--- config.mk ---
export PLATFORM = sky130hd
export DESIGN_NAME = exception_arbitration_control
export DESIGN_NICKNAME = d
export VERILOG_FILES = /design/src/logic/exc_pkg.sv /design/src/logic/arb_if.sv /design/src/logic/exc_arbiter.sv /design/src/logic/exception_arbitration_control.sv
export SDC_FILE = /design/constraint.sdc
export NUM_CORES = 1
export LEC_CHECK = 0
export ABC_AREA = 0
export ABC_CLOCK_PERIOD_IN_PS = 3200
export BUFFER_PORTS_ARGS = -buffer_cell sky130_fd_sc_hd__buf_2
export CELL_PAD_IN_SITES_DETAIL_PLACEMENT = 0
export CELL_PAD_IN_SITES_GLOBAL_PLACEMENT = 1
export CORE_UTILIZATION = 40
export CTS_BUF_LIST = sky130_fd_sc_hd__clkbuf_8
export DETAILED_ROUTE_END_ITERATION = 10
export MAX_ROUTING_LAYER = met4
export PLACE_DENSITY = 0.86
export SLEW_MARGIN = 20
export SYNTH_ARGS = -nofsm -noshare
export SYNTH_HDL_FRONTEND = slang
export SYNTH_SLANG_ARGS = --single-unit
export TNS_END_PERCENT = 5
--- constraint.sdc ---
create_clock -name MCLK_I -period 3.2 [get_ports MCLK_I]
set_input_delay 0.16 -clock MCLK_I [delete_from_list [all_inputs] [get_ports MCLK_I]]
set_output_delay 0.16 -clock MCLK_I [all_outputs]
set_load 0.01 [all_outputs]
--- src/logic/exc_pkg.sv ---
// Constants, register map and vector table for the exception arbitration block
package exc_pkg;

    // ==========================================================
    // Sizes
    localparam int NUM_SRC = 13;
    localparam int ADDR_W = 8;
    localparam int CODE_W = 4;
    localparam int STACK_BYTES = 5;

    // ==========================================================
    // Register map
    localparam logic [7:0] OFS_INT_STATUS_1 = 8'h00;
    localparam logic [7:0] OFS_INT_STATUS_2 = 8'h01;
    localparam logic [7:0] OFS_INT_STATUS_3 = 8'h02;
    localparam logic [7:0] OFS_BREAK_FLAG_CONTROL = 8'h03;
    localparam int BCLR_POS = 7;
    localparam logic [7:0] BCTL_RESET = 8'h00;
    localparam logic [7:0] RDATA_RESET = 8'h00;
    localparam int CCR_IMASK_POS = 3;

    // ==========================================================
    // Source indices in priority order (0 is highest)
    localparam logic [3:0] SRC_EXT_PIN = 4'h0;
    localparam logic [3:0] SRC_T1_CH0 = 4'h1;
    localparam logic [3:0] SRC_TWO_WIRE = 4'h7;

    // Codes handed to the CPU for the non-arbitrated entries
    localparam logic [3:0] CODE_TRP = 4'hD;
    localparam logic [3:0] CODE_RESET = 4'hE;

    // ==========================================================
    // Vectors
    localparam logic [15:0] VEC_RESET = 16'hFFFE;
    localparam logic [15:0] VEC_TRP = 16'hFFFC;
    localparam logic [15:0] VEC_EXT_PIN = 16'hFFFA;
    localparam logic [15:0] VEC_T1_CH0 = 16'hFFF6;
    localparam logic [15:0] VEC_TWO_WIRE = 16'hFFE8;
    localparam logic [15:0] VEC_STEP = 16'h0002;
    localparam logic [15:0] PC_HW_ADJUST = 16'h0001;

    typedef enum logic [2:0] {
        ST_IDLE = 3'b000,
        ST_PUSH = 3'b001,
        ST_VECTOR = 3'b010,
        ST_POP = 3'b011,
        ST_RET_DONE = 3'b100
    } exc_state_type;

    // Vector of an arbitrated hardware source; the timer and serial runs
    // descend by one two-byte vector per step
    function automatic logic [15:0] vec_of(input logic [3:0] code);
        logic [15:0] step;
        step = {12'h000, code};
        if (code == SRC_EXT_PIN) begin
            return VEC_EXT_PIN;
        end else if (code < SRC_TWO_WIRE) begin
            return 16'(VEC_T1_CH0 - VEC_STEP * (step - {12'h000, SRC_T1_CH0}));
        end else begin
            return 16'(VEC_TWO_WIRE - VEC_STEP * (step - {12'h000, SRC_TWO_WIRE}));
        end
    endfunction

endpackage

--- src/logic/arb_if.sv ---
// Request and winner signals between the exception control and its arbiter
`timescale 1ns/1ns
interface arb_if #(parameter int N = 13);
    logic [N-1:0] req;
    logic [N-1:0] en;
    logic mask;
    logic win_valid;
    logic [3:0] win_code;

    modport ctrl (output req, output en, output mask, input win_valid, input win_code);
    modport arb (input req, input en, input mask, output win_valid, output win_code);
endinterface

--- src/logic/exc_arbiter.sv ---
// Fixed-priority arbiter over the maskable hardware sources
`timescale 1ns/1ns
module exc_arbiter
    import exc_pkg::*;
#(
    parameter int N = NUM_SRC
) (
    arb_if.arb bus
);

    logic [N-1:0] eligible;

    // Masked by the global mask bit and by each source enable
    assign eligible = bus.mask ? '0 : (bus.req & bus.en);

    // Lowest index wins, so scan from the top index downward and let the last hit stand
    always_comb begin
        bus.win_valid = 1'b0;
        bus.win_code = 4'h0;
        for (int i = N - 1; i >= 0; i--) begin
            if (eligible[i]) begin
                bus.win_valid = 1'b1;
                bus.win_code = 4'(i);
            end
        end
    end

endmodule

--- src/logic/exception_arbitration_control.sv ---
// Exception control: latching, arbitration, stacking, break and flag protection
// Summary of operation
// - Latch hardware requests; arbitration result is a code selecting the vector.
// - A latched request is kept until any entry, a reset request or a clear-mask instruction.
// - Entry pushes CPU registers to the stack and sets the mask bit.
// - Return-from-interrupt pops the saved registers so the program resumes.
// - Hardware requests never abort an instruction; service starts at its end.
// - At a boundary enter service only if unmasked and source enabled.
// - With several pending, the highest priority is serviced first; a winner latched earlier goes before a later, higher request.
// - Requests pending at return are serviced before the next program instruction.
// - The high index register is never stacked on entry.
// - Software interrupt and break are taken regardless of mask; mask gates hardware requests.
// - Software interrupt stacks PC; hardware interrupt stacks PC minus one.
// - Order: reset, software, external pin, timer 1 then timer 2 sources.
// - Then two-wire unit, serial error, receive, transmit, keyboard, conversion done.
// - First status register shows pin, timer 1, timer 2 channel 0; bits 0,1,3 zero.
// - Second status register shows timer 2, two-wire, serial, keyboard; bit 2 zero.
// - Third status register holds conversion done in bit 0; others zero.
// - Reset sources share top priority and act at once without arbitration.
// - A break request sends the CPU to the software interrupt vector.
// - In break with clear enable low, peripheral flags cannot be cleared.
// - With clear enable high flags clear in break and stay cleared.
// - Two-step clears stay blocked in break; second step after break clears.
`timescale 1ns/1ns
module exception_arbitration_control
    import exc_pkg::*;
#(
    parameter int N = NUM_SRC
) (
    // Clock, reset, enable
    input wire logic MCLK_I,
    input wire logic RST_I,
    input wire logic CE_I,
    // Register port
    input wire logic [ADDR_W-1:0] REG_ADDR_I,
    input wire logic [7:0] REG_WDATA_I,
    input wire logic REG_WR_I,
    input wire logic REG_RD_I,
    output logic [7:0] REG_RDATA_O,
    // Peripheral requests and enables, priority order
    input wire logic [N-1:0] SRC_REQ_I,
    input wire logic [N-1:0] SRC_EN_I,
    // CPU core events
    input wire logic INSTR_DONE_I,
    input wire logic TRP_EXEC_I,
    input wire logic RET_EXEC_I,
    input wire logic CLI_I,
    input wire logic SEI_I,
    input wire logic [15:0] PC_I,
    input wire logic [7:0] X_I,
    input wire logic [7:0] A_I,
    input wire logic [7:0] CCR_I,
    input wire logic [7:0] STK_RDATA_I,
    // Break unit and reset sources
    input wire logic BREAK_REQ_I,
    input wire logic RESET_REQ_I,
    // Vector hand-off to the CPU
    output logic INT_START_O,
    output logic VEC_VALID_O,
    output logic [15:0] VEC_ADDR_O,
    output logic [CODE_W-1:0] VEC_CODE_O,
    output logic FETCH_NEXT_O,
    // Stack traffic
    output logic STK_PUSH_O,
    output logic [7:0] STK_DATA_O,
    output logic STK_POP_O,
    output logic RET_DONE_O,
    // Mode outputs
    output logic I_MASK_O,
    output logic BREAK_STATE_O,
    output logic FLAG_CLR_ALLOW_O
);

    // ==========================================================
    // Arbiter
    arb_if #(.N(N)) arb_bus ();

    exc_arbiter #(.N(N)) u_arb (
        .bus(arb_bus.arb)
    );

    logic i_bit_r;

    assign arb_bus.req = SRC_REQ_I;
    assign arb_bus.en = SRC_EN_I;
    assign arb_bus.mask = i_bit_r;

    // ==========================================================
    // State
    exc_state_type state_r;
    logic [2:0] cnt_r;
    logic latch_valid_r;
    logic [3:0] latch_code_r;
    logic break_state_r;
    logic [7:0] bctl_r;
    logic [15:0] ret_pc_r;
    logic [7:0] save_x_r;
    logic [7:0] save_a_r;
    logic [7:0] save_ccr_r;
    logic [15:0] vec_addr_r;
    logic [3:0] vec_code_r;
    logic [7:0] sts1_nxt;
    logic [7:0] sts2_nxt;
    logic [7:0] sts3_nxt;
    logic take_break;
    logic take_trp;
    logic take_hw;
    logic [3:0] hw_code;
    logic entry;

    // Only sampled at an instruction boundary, never mid-instruction
    assign take_break = (state_r == ST_IDLE) && INSTR_DONE_I && BREAK_REQ_I;
    assign take_trp = (state_r == ST_IDLE) && INSTR_DONE_I && !BREAK_REQ_I && TRP_EXEC_I;
    // Unmasked, enabled hardware request only
    assign take_hw = (state_r == ST_IDLE) && INSTR_DONE_I && !BREAK_REQ_I && !TRP_EXEC_I
        && !i_bit_r && (latch_valid_r || arb_bus.win_valid);
    // A latched winner is never displaced by a later request
    assign hw_code = latch_valid_r ? latch_code_r : arb_bus.win_code;
    assign entry = take_break || take_trp || take_hw;

    // ==========================================================
    // Request latch
    always_ff @(posedge MCLK_I or posedge RST_I) begin
        if (RST_I) begin
            latch_valid_r <= 1'b0;
            latch_code_r <= 4'h0;
        end else if (CE_I) begin
            if (RESET_REQ_I || entry || CLI_I) begin
                latch_valid_r <= 1'b0;
            end else if (!latch_valid_r && arb_bus.win_valid) begin
                latch_valid_r <= 1'b1;
                latch_code_r <= arb_bus.win_code;
            end
        end
    end

    // ==========================================================
    // Global mask bit
    always_ff @(posedge MCLK_I or posedge RST_I) begin
        if (RST_I) begin
            i_bit_r <= 1'b1;
        end else if (CE_I) begin
            if (RESET_REQ_I) begin
                i_bit_r <= 1'b1;
            end else if (entry) begin
                i_bit_r <= 1'b1;
            end else if (state_r == ST_POP && cnt_r == 3'd2) begin
                // Condition codes are the first byte popped
                i_bit_r <= STK_RDATA_I[CCR_IMASK_POS];
            end else if (SEI_I) begin
                i_bit_r <= 1'b1;
            end else if (CLI_I) begin
                i_bit_r <= 1'b0;
            end
        end
    end

    // ==========================================================
    // Sequencer
    always_ff @(posedge MCLK_I or posedge RST_I) begin
        if (RST_I) begin
            state_r <= ST_IDLE;
            cnt_r <= 3'd0;
        end else if (CE_I) begin
            if (RESET_REQ_I) begin
                state_r <= ST_IDLE;
                cnt_r <= 3'd0;
            end else begin
                case (state_r)
                    ST_IDLE: begin
                        cnt_r <= 3'd0;
                        if (entry) begin
                            state_r <= ST_PUSH;
                        end else if (RET_EXEC_I) begin
                            state_r <= ST_POP;
                        end
                    end
                    ST_PUSH: begin
                        if (cnt_r == 3'(STACK_BYTES - 1)) begin
                            state_r <= ST_VECTOR;
                            cnt_r <= 3'd0;
                        end else begin
                            cnt_r <= cnt_r + 3'd1;
                        end
                    end
                    ST_VECTOR: begin
                        state_r <= ST_IDLE;
                    end
                    ST_POP: begin
                        if (cnt_r == 3'(STACK_BYTES - 1)) begin
                            state_r <= ST_RET_DONE;
                            cnt_r <= 3'd0;
                        end else begin
                            cnt_r <= cnt_r + 3'd1;
                        end
                    end
                    ST_RET_DONE: begin
                        // Next boundary rechecks pending requests first
                        state_r <= ST_IDLE;
                    end
                    default: begin
                        state_r <= ST_IDLE;
                    end
                endcase
            end
        end
    end

    // ==========================================================
    // Entry capture: return address, registers, vector
    always_ff @(posedge MCLK_I or posedge RST_I) begin
        if (RST_I) begin
            ret_pc_r <= 16'h0000;
            save_x_r <= 8'h00;
            save_a_r <= 8'h00;
            save_ccr_r <= 8'h00;
            vec_addr_r <= VEC_RESET;
            vec_code_r <= CODE_RESET;
        end else if (CE_I) begin
            if (entry) begin
                save_x_r <= X_I;
                save_a_r <= A_I;
                save_ccr_r <= CCR_I;
                if (take_hw) begin
                    ret_pc_r <= 16'(PC_I - PC_HW_ADJUST);
                    vec_addr_r <= vec_of(hw_code);
                    vec_code_r <= hw_code;
                end else begin
                    // Break and software interrupt share the trap vector
                    ret_pc_r <= PC_I;
                    vec_addr_r <= VEC_TRP;
                    vec_code_r <= CODE_TRP;
                end
            end
        end
    end

    // ==========================================================
    // Stack and vector outputs
    always_ff @(posedge MCLK_I or posedge RST_I) begin
        if (RST_I) begin
            STK_PUSH_O <= 1'b0;
            STK_DATA_O <= 8'h00;
            STK_POP_O <= 1'b0;
            RET_DONE_O <= 1'b0;
            INT_START_O <= 1'b0;
            VEC_VALID_O <= 1'b0;
            VEC_ADDR_O <= VEC_RESET;
            VEC_CODE_O <= CODE_RESET;
            FETCH_NEXT_O <= 1'b0;
        end else if (CE_I) begin
            STK_PUSH_O <= (state_r == ST_PUSH) && !RESET_REQ_I;
            STK_POP_O <= (state_r == ST_POP) && !RESET_REQ_I;
            RET_DONE_O <= (state_r == ST_RET_DONE) && !RESET_REQ_I;
            INT_START_O <= entry && !RESET_REQ_I;
            FETCH_NEXT_O <= (state_r == ST_IDLE) && INSTR_DONE_I && !entry
                && !RET_EXEC_I && !RESET_REQ_I;
            // High index register deliberately absent from the push order
            case (cnt_r)
                3'd0: STK_DATA_O <= ret_pc_r[7:0];
                3'd1: STK_DATA_O <= ret_pc_r[15:8];
                3'd2: STK_DATA_O <= save_x_r;
                3'd3: STK_DATA_O <= save_a_r;
                default: STK_DATA_O <= save_ccr_r;
            endcase
            if (RESET_REQ_I) begin
                VEC_VALID_O <= 1'b1;
                VEC_ADDR_O <= VEC_RESET;
                VEC_CODE_O <= CODE_RESET;
            end else if (state_r == ST_VECTOR) begin
                VEC_VALID_O <= 1'b1;
                VEC_ADDR_O <= vec_addr_r;
                VEC_CODE_O <= vec_code_r;
            end else begin
                VEC_VALID_O <= 1'b0;
            end
        end
    end

    // ==========================================================
    // Break state and flag protection
    always_ff @(posedge MCLK_I or posedge RST_I) begin
        if (RST_I) begin
            break_state_r <= 1'b0;
        end else if (CE_I) begin
            if (RESET_REQ_I) begin
                break_state_r <= 1'b0;
            end else if (take_break) begin
                break_state_r <= 1'b1;
            end else if (state_r == ST_RET_DONE) begin
                break_state_r <= 1'b0;
            end
        end
    end

    always_ff @(posedge MCLK_I or posedge RST_I) begin
        if (RST_I) begin
            I_MASK_O <= 1'b1;
            BREAK_STATE_O <= 1'b0;
            FLAG_CLR_ALLOW_O <= 1'b1;
        end else if (CE_I) begin
            I_MASK_O <= i_bit_r;
            BREAK_STATE_O <= break_state_r;
            // Peripherals keep any first-step arming; only the clear is held off,
            // so the second step after break still completes
            FLAG_CLR_ALLOW_O <= !break_state_r || bctl_r[BCLR_POS];
        end
    end

    // ==========================================================
    // Register file
    always_comb begin
        sts1_nxt = {SRC_REQ_I[4:1], 1'b0, SRC_REQ_I[0], 2'b00};
        sts2_nxt = {SRC_REQ_I[11:7], 1'b0, SRC_REQ_I[6:5]};
        sts3_nxt = {7'h00, SRC_REQ_I[12]};
    end

    always_ff @(posedge MCLK_I or posedge RST_I) begin
        if (RST_I) begin
            bctl_r <= BCTL_RESET;
        end else if (CE_I) begin
            // Status registers have no write path
            if (REG_WR_I && REG_ADDR_I == OFS_BREAK_FLAG_CONTROL) begin
                bctl_r <= {REG_WDATA_I[BCLR_POS], 7'h00};
            end
        end
    end

    always_ff @(posedge MCLK_I or posedge RST_I) begin
        if (RST_I) begin
            REG_RDATA_O <= RDATA_RESET;
        end else if (CE_I) begin
            if (!REG_RD_I) begin
                REG_RDATA_O <= RDATA_RESET;
            end else if (REG_ADDR_I == OFS_INT_STATUS_1) begin
                REG_RDATA_O <= sts1_nxt;
            end else if (REG_ADDR_I == OFS_INT_STATUS_2) begin
                REG_RDATA_O <= sts2_nxt;
            end else if (REG_ADDR_I == OFS_INT_STATUS_3) begin
                REG_RDATA_O <= sts3_nxt;
            end else if (REG_ADDR_I == OFS_BREAK_FLAG_CONTROL) begin
                REG_RDATA_O <= bctl_r;
            end else begin
                REG_RDATA_O <= RDATA_RESET;
            end
        end
    end

endmodule

==> run metrics, run 1 <==
status finished, final reports clean; Critical-path top delay cell or4b_4; Worst setup SP type flip-flop; Slew Viols, Final 0; Yosys warnings 0; Syn-to-layout area delta 22.6%; Die H 116 µm; layout cell share with drive strength beyond 1 0.278; slowest stage delay, CP around 0.60 ns; VDD IR max around 0.00026 V; Seq/Total Area, Yosys 0.479; Top delay family on crit path simple AND/OR/NAND/NOR gates; final hold vios 0; synthesized netlist net count 681; pwr dens 608 mW/mm²; vias in the first global route between 4000 and 5000; Bufs on Longest Clock Path 2; final core utilization 0.506; clk slew on worst S/H paths 0.10 ns; FFs w/ async S/R, synth 1.00; CTS tree yes; Req. time, crit path 3.45 ns; Initial Utilization 0.412; Die Wd approximately 120 µm; fin worst setup slack 0.561 ns; setup repair after global routing missed its margin no; Fmax achieved approximately 380 MHz; largest net degree at the start of global routing 60; # clock sinks 99; via-per-instance ratio around 5.2; vias post-DR 4539; cells along the critical path or4b_4, nor3_4, o311a_2, or4b_4, nor4_4, xnor2_1, o21ai_1; Worst-Skew Late Latency 0.37 ns; drt pass-1 iters 6; Post-Syn Instances 566; Remaining Overflow, GRT 0; worst-margin pin slew 0.947 ns; standard-cell rows 41; IO Port Bufs 131; final setup fails 0; total I/O pin count 147; clk root buf clkbuf_8; ys flop type dfrtp_1; Final Skew 0.0114 ns; setup tns final 0 ns; synthesized cell area 0.00523 mm²; Starting DRT DRC Count approximately 290; minimum clock period roughly 2.6 ns; ANT nets after route 0; Placeable Area around 0.013 mm²; WHS roughly 0.0027 ns; Final Cycle Share 0.825; crit-path max FO 9; Syn Area/Cell 9.23 µm²; CP endpoint kind flip-flop; gpl congestion 0.857; layout net count 812; relative slew slack 0.367; largest area contributor in the netlist dfrtp_1; most numerous cell on the critical path or4b_4; Synth area leaders dfrtp_1 37%, dfstp_2 11%, nand2_1 9.1%; critical path class flip-flop to flip-flop; number of synthesized flops with an enable pin 0; dpl hpwl a little under 10000 µm; Yosys reg bits 99; initial antenna violation count 0; post-synth cell types 59; share of Yosys cell area claimed by the top area cell type 0.374; DRC viols 0; Hold Crit Class input pin to flip-flop; final wirelength approximately 13000 µm; first-pass GRT wire length 21000 µm; post-DR wirelength/cell 15.2 µm; max cap viols 0; Place WS 0.469 ns; Total GRT Usage 0.207; Buffers & Inverters on Critical Path 0; die area ~0.014 mm²; number of CTS-inserted buffers 9; cell leakage power 0.00298 µW; CP arrival about 2.9 ns; H-tree levels 3; Antenna Cells 0
-- layout by cell type (no fill, tap or decap), types with 12 or more instances in the layout --
| cell type | synthesis | layout |
|---|---|---|
| nand2_1 | 126 | 126 |
| dfstp_2 | 21 | 21 |
| buf_2 | 0 | 131 |
| o22a_1 | 12 | 12 |
| dlygate4sd3_1 | 0 | 21 |
| a21oi_1 | 23 | 23 |
| nor2_1 | 44 | 44 |
| ha_1 | 13 | 13 |
| o21ai_0 | 30 | 30 |
| inv_1 | 23 | 22 |
| dfrtp_1 | 78 | 78 |
-- final cells by class --
| class | count | area [µm²] |
|---|---|---|
| sequential | 99 | 2500 |
| multi-input combinational | 405 | 2450 |
| clock buffer | 11 | 151 |
| fill | 1223 | 6260 |
| clock inverter | 5 | 81.3 |
| inverter | 23 | 88.8 |
| tap | 172 | 215 |
| timing repair buffer | 159 | 918 |
-- per-layer routing --
layer | vias up | wire, µm | GRT usage
met5 | - | 0 | -
met4 | 0 | 238 | 0.0846
met3 | 19 | 481 | 0.0202
met2 | 101 | 6170 | 0.316
met1 | 2171 | 6360 | 0.283
li1 | 2248 | - | -
-- worst reg2reg max path, delay by kind of cell (launching register included) --
family	cells	cell delay (ns)
AOI/OAI and AO/OA	2	0.36
DFF	1	0.48
xor gates and xnor gates	1	0.17
and+or+nand+nor	4	1.53
-- final timing paths --
path / startpoint / to / slack, ns / depth (start not counted)
worst max-delay path: state_r[1] / ret_pc_r[13] / 0.56 / 7
worst min-delay path: CCR_I[6] / save_ccr_r[6] / 0.003 / 3
worst max register to register: state_r[1] / ret_pc_r[13] / 0.56 / 7
worst min register to register: break_state_r / FLAG_CLR_ALLOW_O / 0.48 / 1
max in group asynchronous: RST_I / FLAG_CLR_ALLOW_O / 1.91 / 4
min in group asynchronous: RST_I / vec_code_r[0] / 0.46 / 3
-- state kept, by name (all words and copies together), names as in the netlist, 3 cells and up --
name / count
state_r: 3
REG_RDATA_O: 8
save_a_r: 8
vec_code_r: 4
vec_addr_r: 6
VEC_ADDR_O: 6
STK_DATA_O: 8
save_x_r: 8
cnt_r: 3
ret_pc_r: 16
VEC_CODE_O: 4
latch_code_r: 4
save_ccr_r: 8
-- synth_stat cells, types with 3 or more instances --
cell	n
a31oi_1	7
mux2_2	11
ha_1	13
dfstp_2	21
a21oi_1	23
dfrtp_1	78
nor2_1	44
o21ai_0	30
buf_4	10
o2bb2ai_1	4
clkbuf_1	26
a22oi_1	7
o22a_1	12
or4_1	3
nor3_1	7
a21o_1	3
nor3b_1	4
xnor2_1	8
nand2_1	126
xor2_1	7
o211ai_1	9
a222oi_1	9
nor2b_1	3
nor4_1	4
mux2i_1	6
o21ai_1	3
inv_1	23
nand3_1	10
a32o_1	4
nand4_1	5
and2_1	4
o31ai_1	5
or3_1	3
-- cell families after synthesis --
| family | after synthesis | synth area share |
|---|---|---|
| adder cells (fa/ha/maj) | 13 | 0.0311 |
| AND/OR/NAND/NOR | 224 | 0.195 |
| buffers and inverters | 62 | 0.0532 |
| AO/OA/AOI/OAI | 135 | 0.180 |
| multiplexers | 17 | 0.0352 |
| XOR/XNOR | 15 | 0.0251 |
| flip-flops | 99 | 0.479 |
| other | 1 | 0.000718 |
-- stage by stage --
stage	std cells	total power [µW]	cell area, µm²
final	874	3890	6410
after floorplan	566	2580	5230
after global placement	837	2920	5960
after detailed placement	837	2970	5960
after global routing	874	4150	6410
after CTS	874	3920	6400
-- what timing repair did --
| action | 4_1_cts | 5_1_grt |
|---|---|---|
| endpoints found under the setup margin | 0 | 0 |
| gates resized for setup | 0 | 0 |
| hold buffers | 21 | 0 |
| buffers inserted | 0 | 0 |
| endpoints found under the hold margin | 58 | 0 |
-- report_power, final --
part / switching, µW / internal (µW) / total [µW]
registers: 226 / 1640 / 1860
logic: 655 / 456 / 1110
clock network: 435 / 486 / 921
total: 1320 / 2580 / 3890
(Power assumes the default switching activity.)
==> inputs of run 2 (changes only) <==
--- a/config.mk
+++ b/config.mk
@@ -6,7 +6,7 @@
 export NUM_CORES = 1
 export LEC_CHECK = 0
 export ABC_AREA = 0
-export ABC_CLOCK_PERIOD_IN_PS = 3200
+export ABC_CLOCK_PERIOD_IN_PS = 2500
 export BUFFER_PORTS_ARGS = -buffer_cell sky130_fd_sc_hd__buf_2
 export CELL_PAD_IN_SITES_DETAIL_PLACEMENT = 0
 export CELL_PAD_IN_SITES_GLOBAL_PLACEMENT = 1
==> constraint.sdc (replaced) <==
create_clock -name MCLK_I -period 2.5 [get_ports MCLK_I]
set_input_delay 0.125 -clock MCLK_I [delete_from_list [all_inputs] [get_ports MCLK_I]]
set_output_delay 0.125 -clock MCLK_I [all_outputs]
set_load 0.01 [all_outputs]
==> run metrics, run 2 (synthesis gave the netlist of run 1 again) <==
crit-path max FO 3; DRC viols 0; worst-margin pin slew 0.943 ns; Worst setup SP type flip-flop; via-per-instance ratio 5.18; critical path class flip-flop to flip-flop; total I/O pin count 147; post-DR wirelength/cell 15.3 µm; Top reg by flops ret_pc_r; Bufs on Longest Clock Path 2; die area 0.0135 mm²; drt pass-1 iters 5; cell leakage power slightly above 0.003 µW; IO Port Bufs 131; setup repair after global routing missed its margin yes; pwr dens 771 mW/mm²; Final Skew roughly 0.010 ns; clk root buf clkbuf_8; # clock sinks 99; dpl hpwl 10000 µm; standard-cell rows between 40 and 50; final setup fails 0; relative slew slack 0.370; setup tns final 0 ns; register area 0.00250 mm²; Worst-Skew Late Latency 0.38 ns; status finished, final reports clean; CP endpoint kind flip-flop; final wirelength 13700 µm; Req. time, crit path 2.77 ns; Final Cycle Share 0.980; minimum clock period 2.45 ns; Syn-to-layout area delta 27.0%; Hold Crit Class input pin to flip-flop; vias post-DR 4645; largest net degree at the start of global routing 43; Critical-path top delay cell or4b_4; Die H 116 µm; final hold vios 0; slowest stage delay, CP 0.58 ns; cells along the critical path or4b_4, nor3_4, o311a_4, or4b_4, nor4_4, xnor2_1, o21ai_1; commonest non-fill, non-tap cell in the layout buf_2; number of CTS-inserted buffers 9; commonest non-fill, non-tap cells in the layout 131 x buf_2, 126 x nand2_1, 78 x dfrtp_1; max cap viols 0; max reg flops 16; multi-input gate area in the final layout 0.00247 mm²; H-tree levels 3; Placeable Area 0.0127 mm²; Slew Viols, Final 0; Remaining Overflow, GRT 0; CP arrival 2.72 ns; Fmax achieved 408 MHz; vias in the first global route 4443; Initial Utilization 0.412; gpl congestion 0.878; first-pass GRT wire length 21700 µm; Die Wd ~120 µm; Antenna Cells 0; layout cell share with drive strength beyond 1 0.294; clk slew on worst S/H paths 0.10 ns; CTS tree yes; most numerous cell on the critical path or4b_4; Starting DRT DRC Count between 300 and 400; Total GRT Usage 0.215; Tot Pwr about 5100 µW; # Post-CTS Setup Buffers 0; initial antenna violation count 0; ANT nets after route 0; layout net count 834; fillcell total 1203; VDD IR max between 0.0002 and 0.0003 V
## run 2: worst max-delay path: cells and delay by family, from the launching register on
kind | cells | cell delay [ns]
and+or+nand+nor | 4 | 1.48
DFF | 1 | 0.39
AOI/OAI and AO/OA | 2 | 0.32
xor gates and xnor gates | 1 | 0.15
## run 2: layout make-up
class / count / share of cell area
clock inverters: 7 / 0.0173
flip-flops and latches: 99 / 0.377
clock buffers: 9 / 0.0187
inverters: 23 / 0.0136
repair buffers: 181 / 0.169
well taps: 172 / 0.0324
multi-input cells: 405 / 0.372
## run 2: power by group
part | total (µW) | switching [µW] | internal (µW) | leakage, µW
Sequential | 2360 | 263 | 2090 | 0.00122
Clock | 1220 | 560 | 665 | 0.000123
Combinational | 1530 | 878 | 656 | 0.00176
Total | 5120 | 1700 | 3420 | 0.00310
## run 2: routing by layer
metal,track usage,up-vias,part of all wire
met2,0.325,138,0.46
met3,0.0301,21,0.049
met4,0.0949,0,0.020
met5,-,-,0
li1,-,2297,-
met1,0.288,2189,0.47
## run 2: path summary, 6_finish.rpt
| path | startpoint | endpoint | slack (ns) | cells after the start |
|---|---|---|---|---|
| worst min register to register | vec_code_r[1] | vec_code_r[1] | 0.48 | 2 |
| min in group asynchronous | RST_I | state_r[1] | 0.49 | 3 |
| worst max-delay path | state_r[1] | ret_pc_r[13] | 0.05 | 7 |
| worst min-delay path | BREAK_REQ_I | break_state_r | 0.02 | 3 |
| worst max register to register | state_r[1] | ret_pc_r[13] | 0.05 | 7 |
| max in group asynchronous | RST_I | cnt_r[2] | 1.27 | 4 |
## run 2: repair_timing
action,4_1_cts,5_1_grt
hold buffers,26,0
endpoints found under the setup margin,0,4
resized for setup,0,4
endpoints found under the hold margin,52,0
## run 2: stage by stage
step | hold slack, ns | instance area (µm²) | util | worst slack, ns | cells
after CTS | 0.000508 | 6610 | 0.522 | 0.0511 | 896
final | 0.0203 | 6640 | 0.524 | 0.0491 | 896
after detailed placement | 0.322 | 6110 | 0.482 | 0.00696 | 854
after global routing | 0.0139 | 6640 | 0.524 | -0.0445 | 896
after global placement | 0.316 | 6110 | 0.482 | 0.0706 | 854
after floorplan | 0.230 | 5230 | - | 0.0561 | 566
==> inputs of run 3 (changes only) <==
--- a/config.mk
+++ b/config.mk
@@ -10,11 +10,11 @@
 export BUFFER_PORTS_ARGS = -buffer_cell sky130_fd_sc_hd__buf_2
 export CELL_PAD_IN_SITES_DETAIL_PLACEMENT = 0
 export CELL_PAD_IN_SITES_GLOBAL_PLACEMENT = 1
-export CORE_UTILIZATION = 40
-export CTS_BUF_LIST = sky130_fd_sc_hd__clkbuf_8
+export CORE_UTILIZATION = 39
+export CTS_BUF_LIST = sky130_fd_sc_hd__clkbuf_16
 export DETAILED_ROUTE_END_ITERATION = 10
 export MAX_ROUTING_LAYER = met4
-export PLACE_DENSITY = 0.86
+export PLACE_DENSITY = 0.84
 export SLEW_MARGIN = 20
 export SYNTH_ARGS = -nofsm -noshare
 export SYNTH_HDL_FRONTEND = slang
==> run metrics, run 3 (synthesis gave the netlist of run 1 again) <==
standard-cell rows about 40; die area 0.0139 mm²; vias in the first global route 4518; Top reg by flops ret_pc_r; worst-margin pin slew 0.557 ns; first-pass GRT wire length about 22000 µm; drt pass-1 iters 5; final setup fails 0; via-per-instance ratio about 5.2; CP arrival roughly 2.7 ns; max cap viols 0; largest net degree at the start of global routing 100; Final Cycle Share 0.994; Req. time, crit path 2.74 ns; worst hold start REG_WDATA_I[7]; Slew Viols, Final 0; crit-path max FO 3; clk slew on worst S/H paths 0.07 ns; IO Port Bufs 131; status finished, final reports clean; dpl hpwl between 9000 and 10000 µm; Placeable Area 0.0128 mm²; Area after DPL just over 0.006 mm²; number of CTS-inserted buffers 9; Starting DRT DRC Count between 300 and 400; gpl congestion 0.872; Final Instance Area about 0.0067 mm²; commonest non-fill, non-tap cells in the layout 131 x buf_2, 126 x nand2_1, 78 x dfrtp_1; Placed Cells 854; post-DR wirelength/cell about 15 µm; max reg flops 16; layout net count 832; Worst setup SP type flip-flop; DRC viols 0; relative slew slack 0.625; initial antenna violation count 0; Hold Crit Class input pin to flip-flop; Initial Utilization 0.407; CP endpoint kind flip-flop; CTS tree yes; crit path from state_r[1]; Antenna Cells 0; Worst-Skew Late Latency 0.35 ns; Crit Reg-Reg Startpoint state_r[1]; ANT nets after route 0; Final Skew 0.00654 ns; Total GRT Usage 0.205; setup repair after global routing missed its margin yes; Bufs on Longest Clock Path 2; critical path class flip-flop to flip-flop; Die H 118 µm; Fmax achieved 403 MHz; cell leakage power 0.00312 µW; Post-Layout Cell Count 894; H-tree levels 3; final hold vios 0; Tot Pwr 5280 µW; VDD IR max 0.000391 V; Remaining Overflow, GRT 0; Syn-to-layout area delta 27.7%; commonest non-fill, non-tap cell in the layout buf_2; layout cell share with drive strength beyond 1 0.295; minimum clock period about 2.5 ns; pwr dens 791 mW/mm²; clk root buf clkbuf_16; total I/O pin count 147; # clock sinks 99; final wirelength about 14000 µm; Die Wd approximately 120 µm; vias post-DR 4668
run 3: layer usage:
metal	GRT usage	wire [µm]
met3	0.0402	668
met1	0.278	6490
met2	0.304	6170
met4	0.0745	307
met5	-	0
run 3: path summary, 6_finish.rpt:
check,to,slack (ns),depth (start not counted)
min reg2reg,FLAG_CLR_ALLOW_O,0.45,1
min,bctl_r[7],0.02,2
max,ret_pc_r[12],0.02,7
max reg2reg,ret_pc_r[12],0.02,7
min in group asynchronous,STK_DATA_O[2],0.47,4
max in group asynchronous,VEC_ADDR_O[2],1.62,4
run 3: area by class of cell:
| cell class | instances | area (µm²) |
|---|---|---|
| Clock buffer | 9 | 225 |
| Inverter | 23 | 90.1 |
| Sequential cell | 99 | 2500 |
| Fill cell | 1188 | 6150 |
| Multi-Input combinational cell | 405 | 2470 |
| Timing Repair Buffer | 179 | 1100 |
| Tap cell | 172 | 215 |
| Clock inverter | 7 | 67.6 |
run 3: worst max-delay path, cell delays in order, from the launching register on:
cell	delay (ns)
dfrtp_1	0.39
or4b_4	0.57
nor3_4	0.19
o311a_4	0.26
or4b_4	0.50
nor3_1	0.23
xnor2_1	0.17
o21ai_2	0.06
run 3: timing repair:
action                                  in CTS  in global routing
hold buffers                                24                  0
gates resized for setup                      0                  4
setup buffers                                0                  0
endpoints found under the setup margin       0                  9
hold endpoints to repair                   101                  0
run 3: through the flow:
step | util | setup TNS [ns] | hold slack (ns) | setup slack, ns
4_1_cts | 0.518 | 0 | 0.0159 | 0.0217
3_3_place_gp | 0.477 | 0 | 0.314 | 0.0619
6_report | 0.520 | 0 | 0.0196 | 0.0161
5_1_grt | 0.520 | -0.171 | 0.0267 | -0.0863
2_1_floorplan | - | 0 | 0.230 | 0.0561
3_5_place_dp | 0.477 | 0 | 0.323 | 0.00655
run 3: power breakdown:
group | internal (µW) | total [µW] | leakage [µW] | switching, µW
logic | 656 | 1530 | 0.00175 | 876
clock network | 774 | 1380 | 0.000145 | 609
registers | 2100 | 2360 | 0.00122 | 265
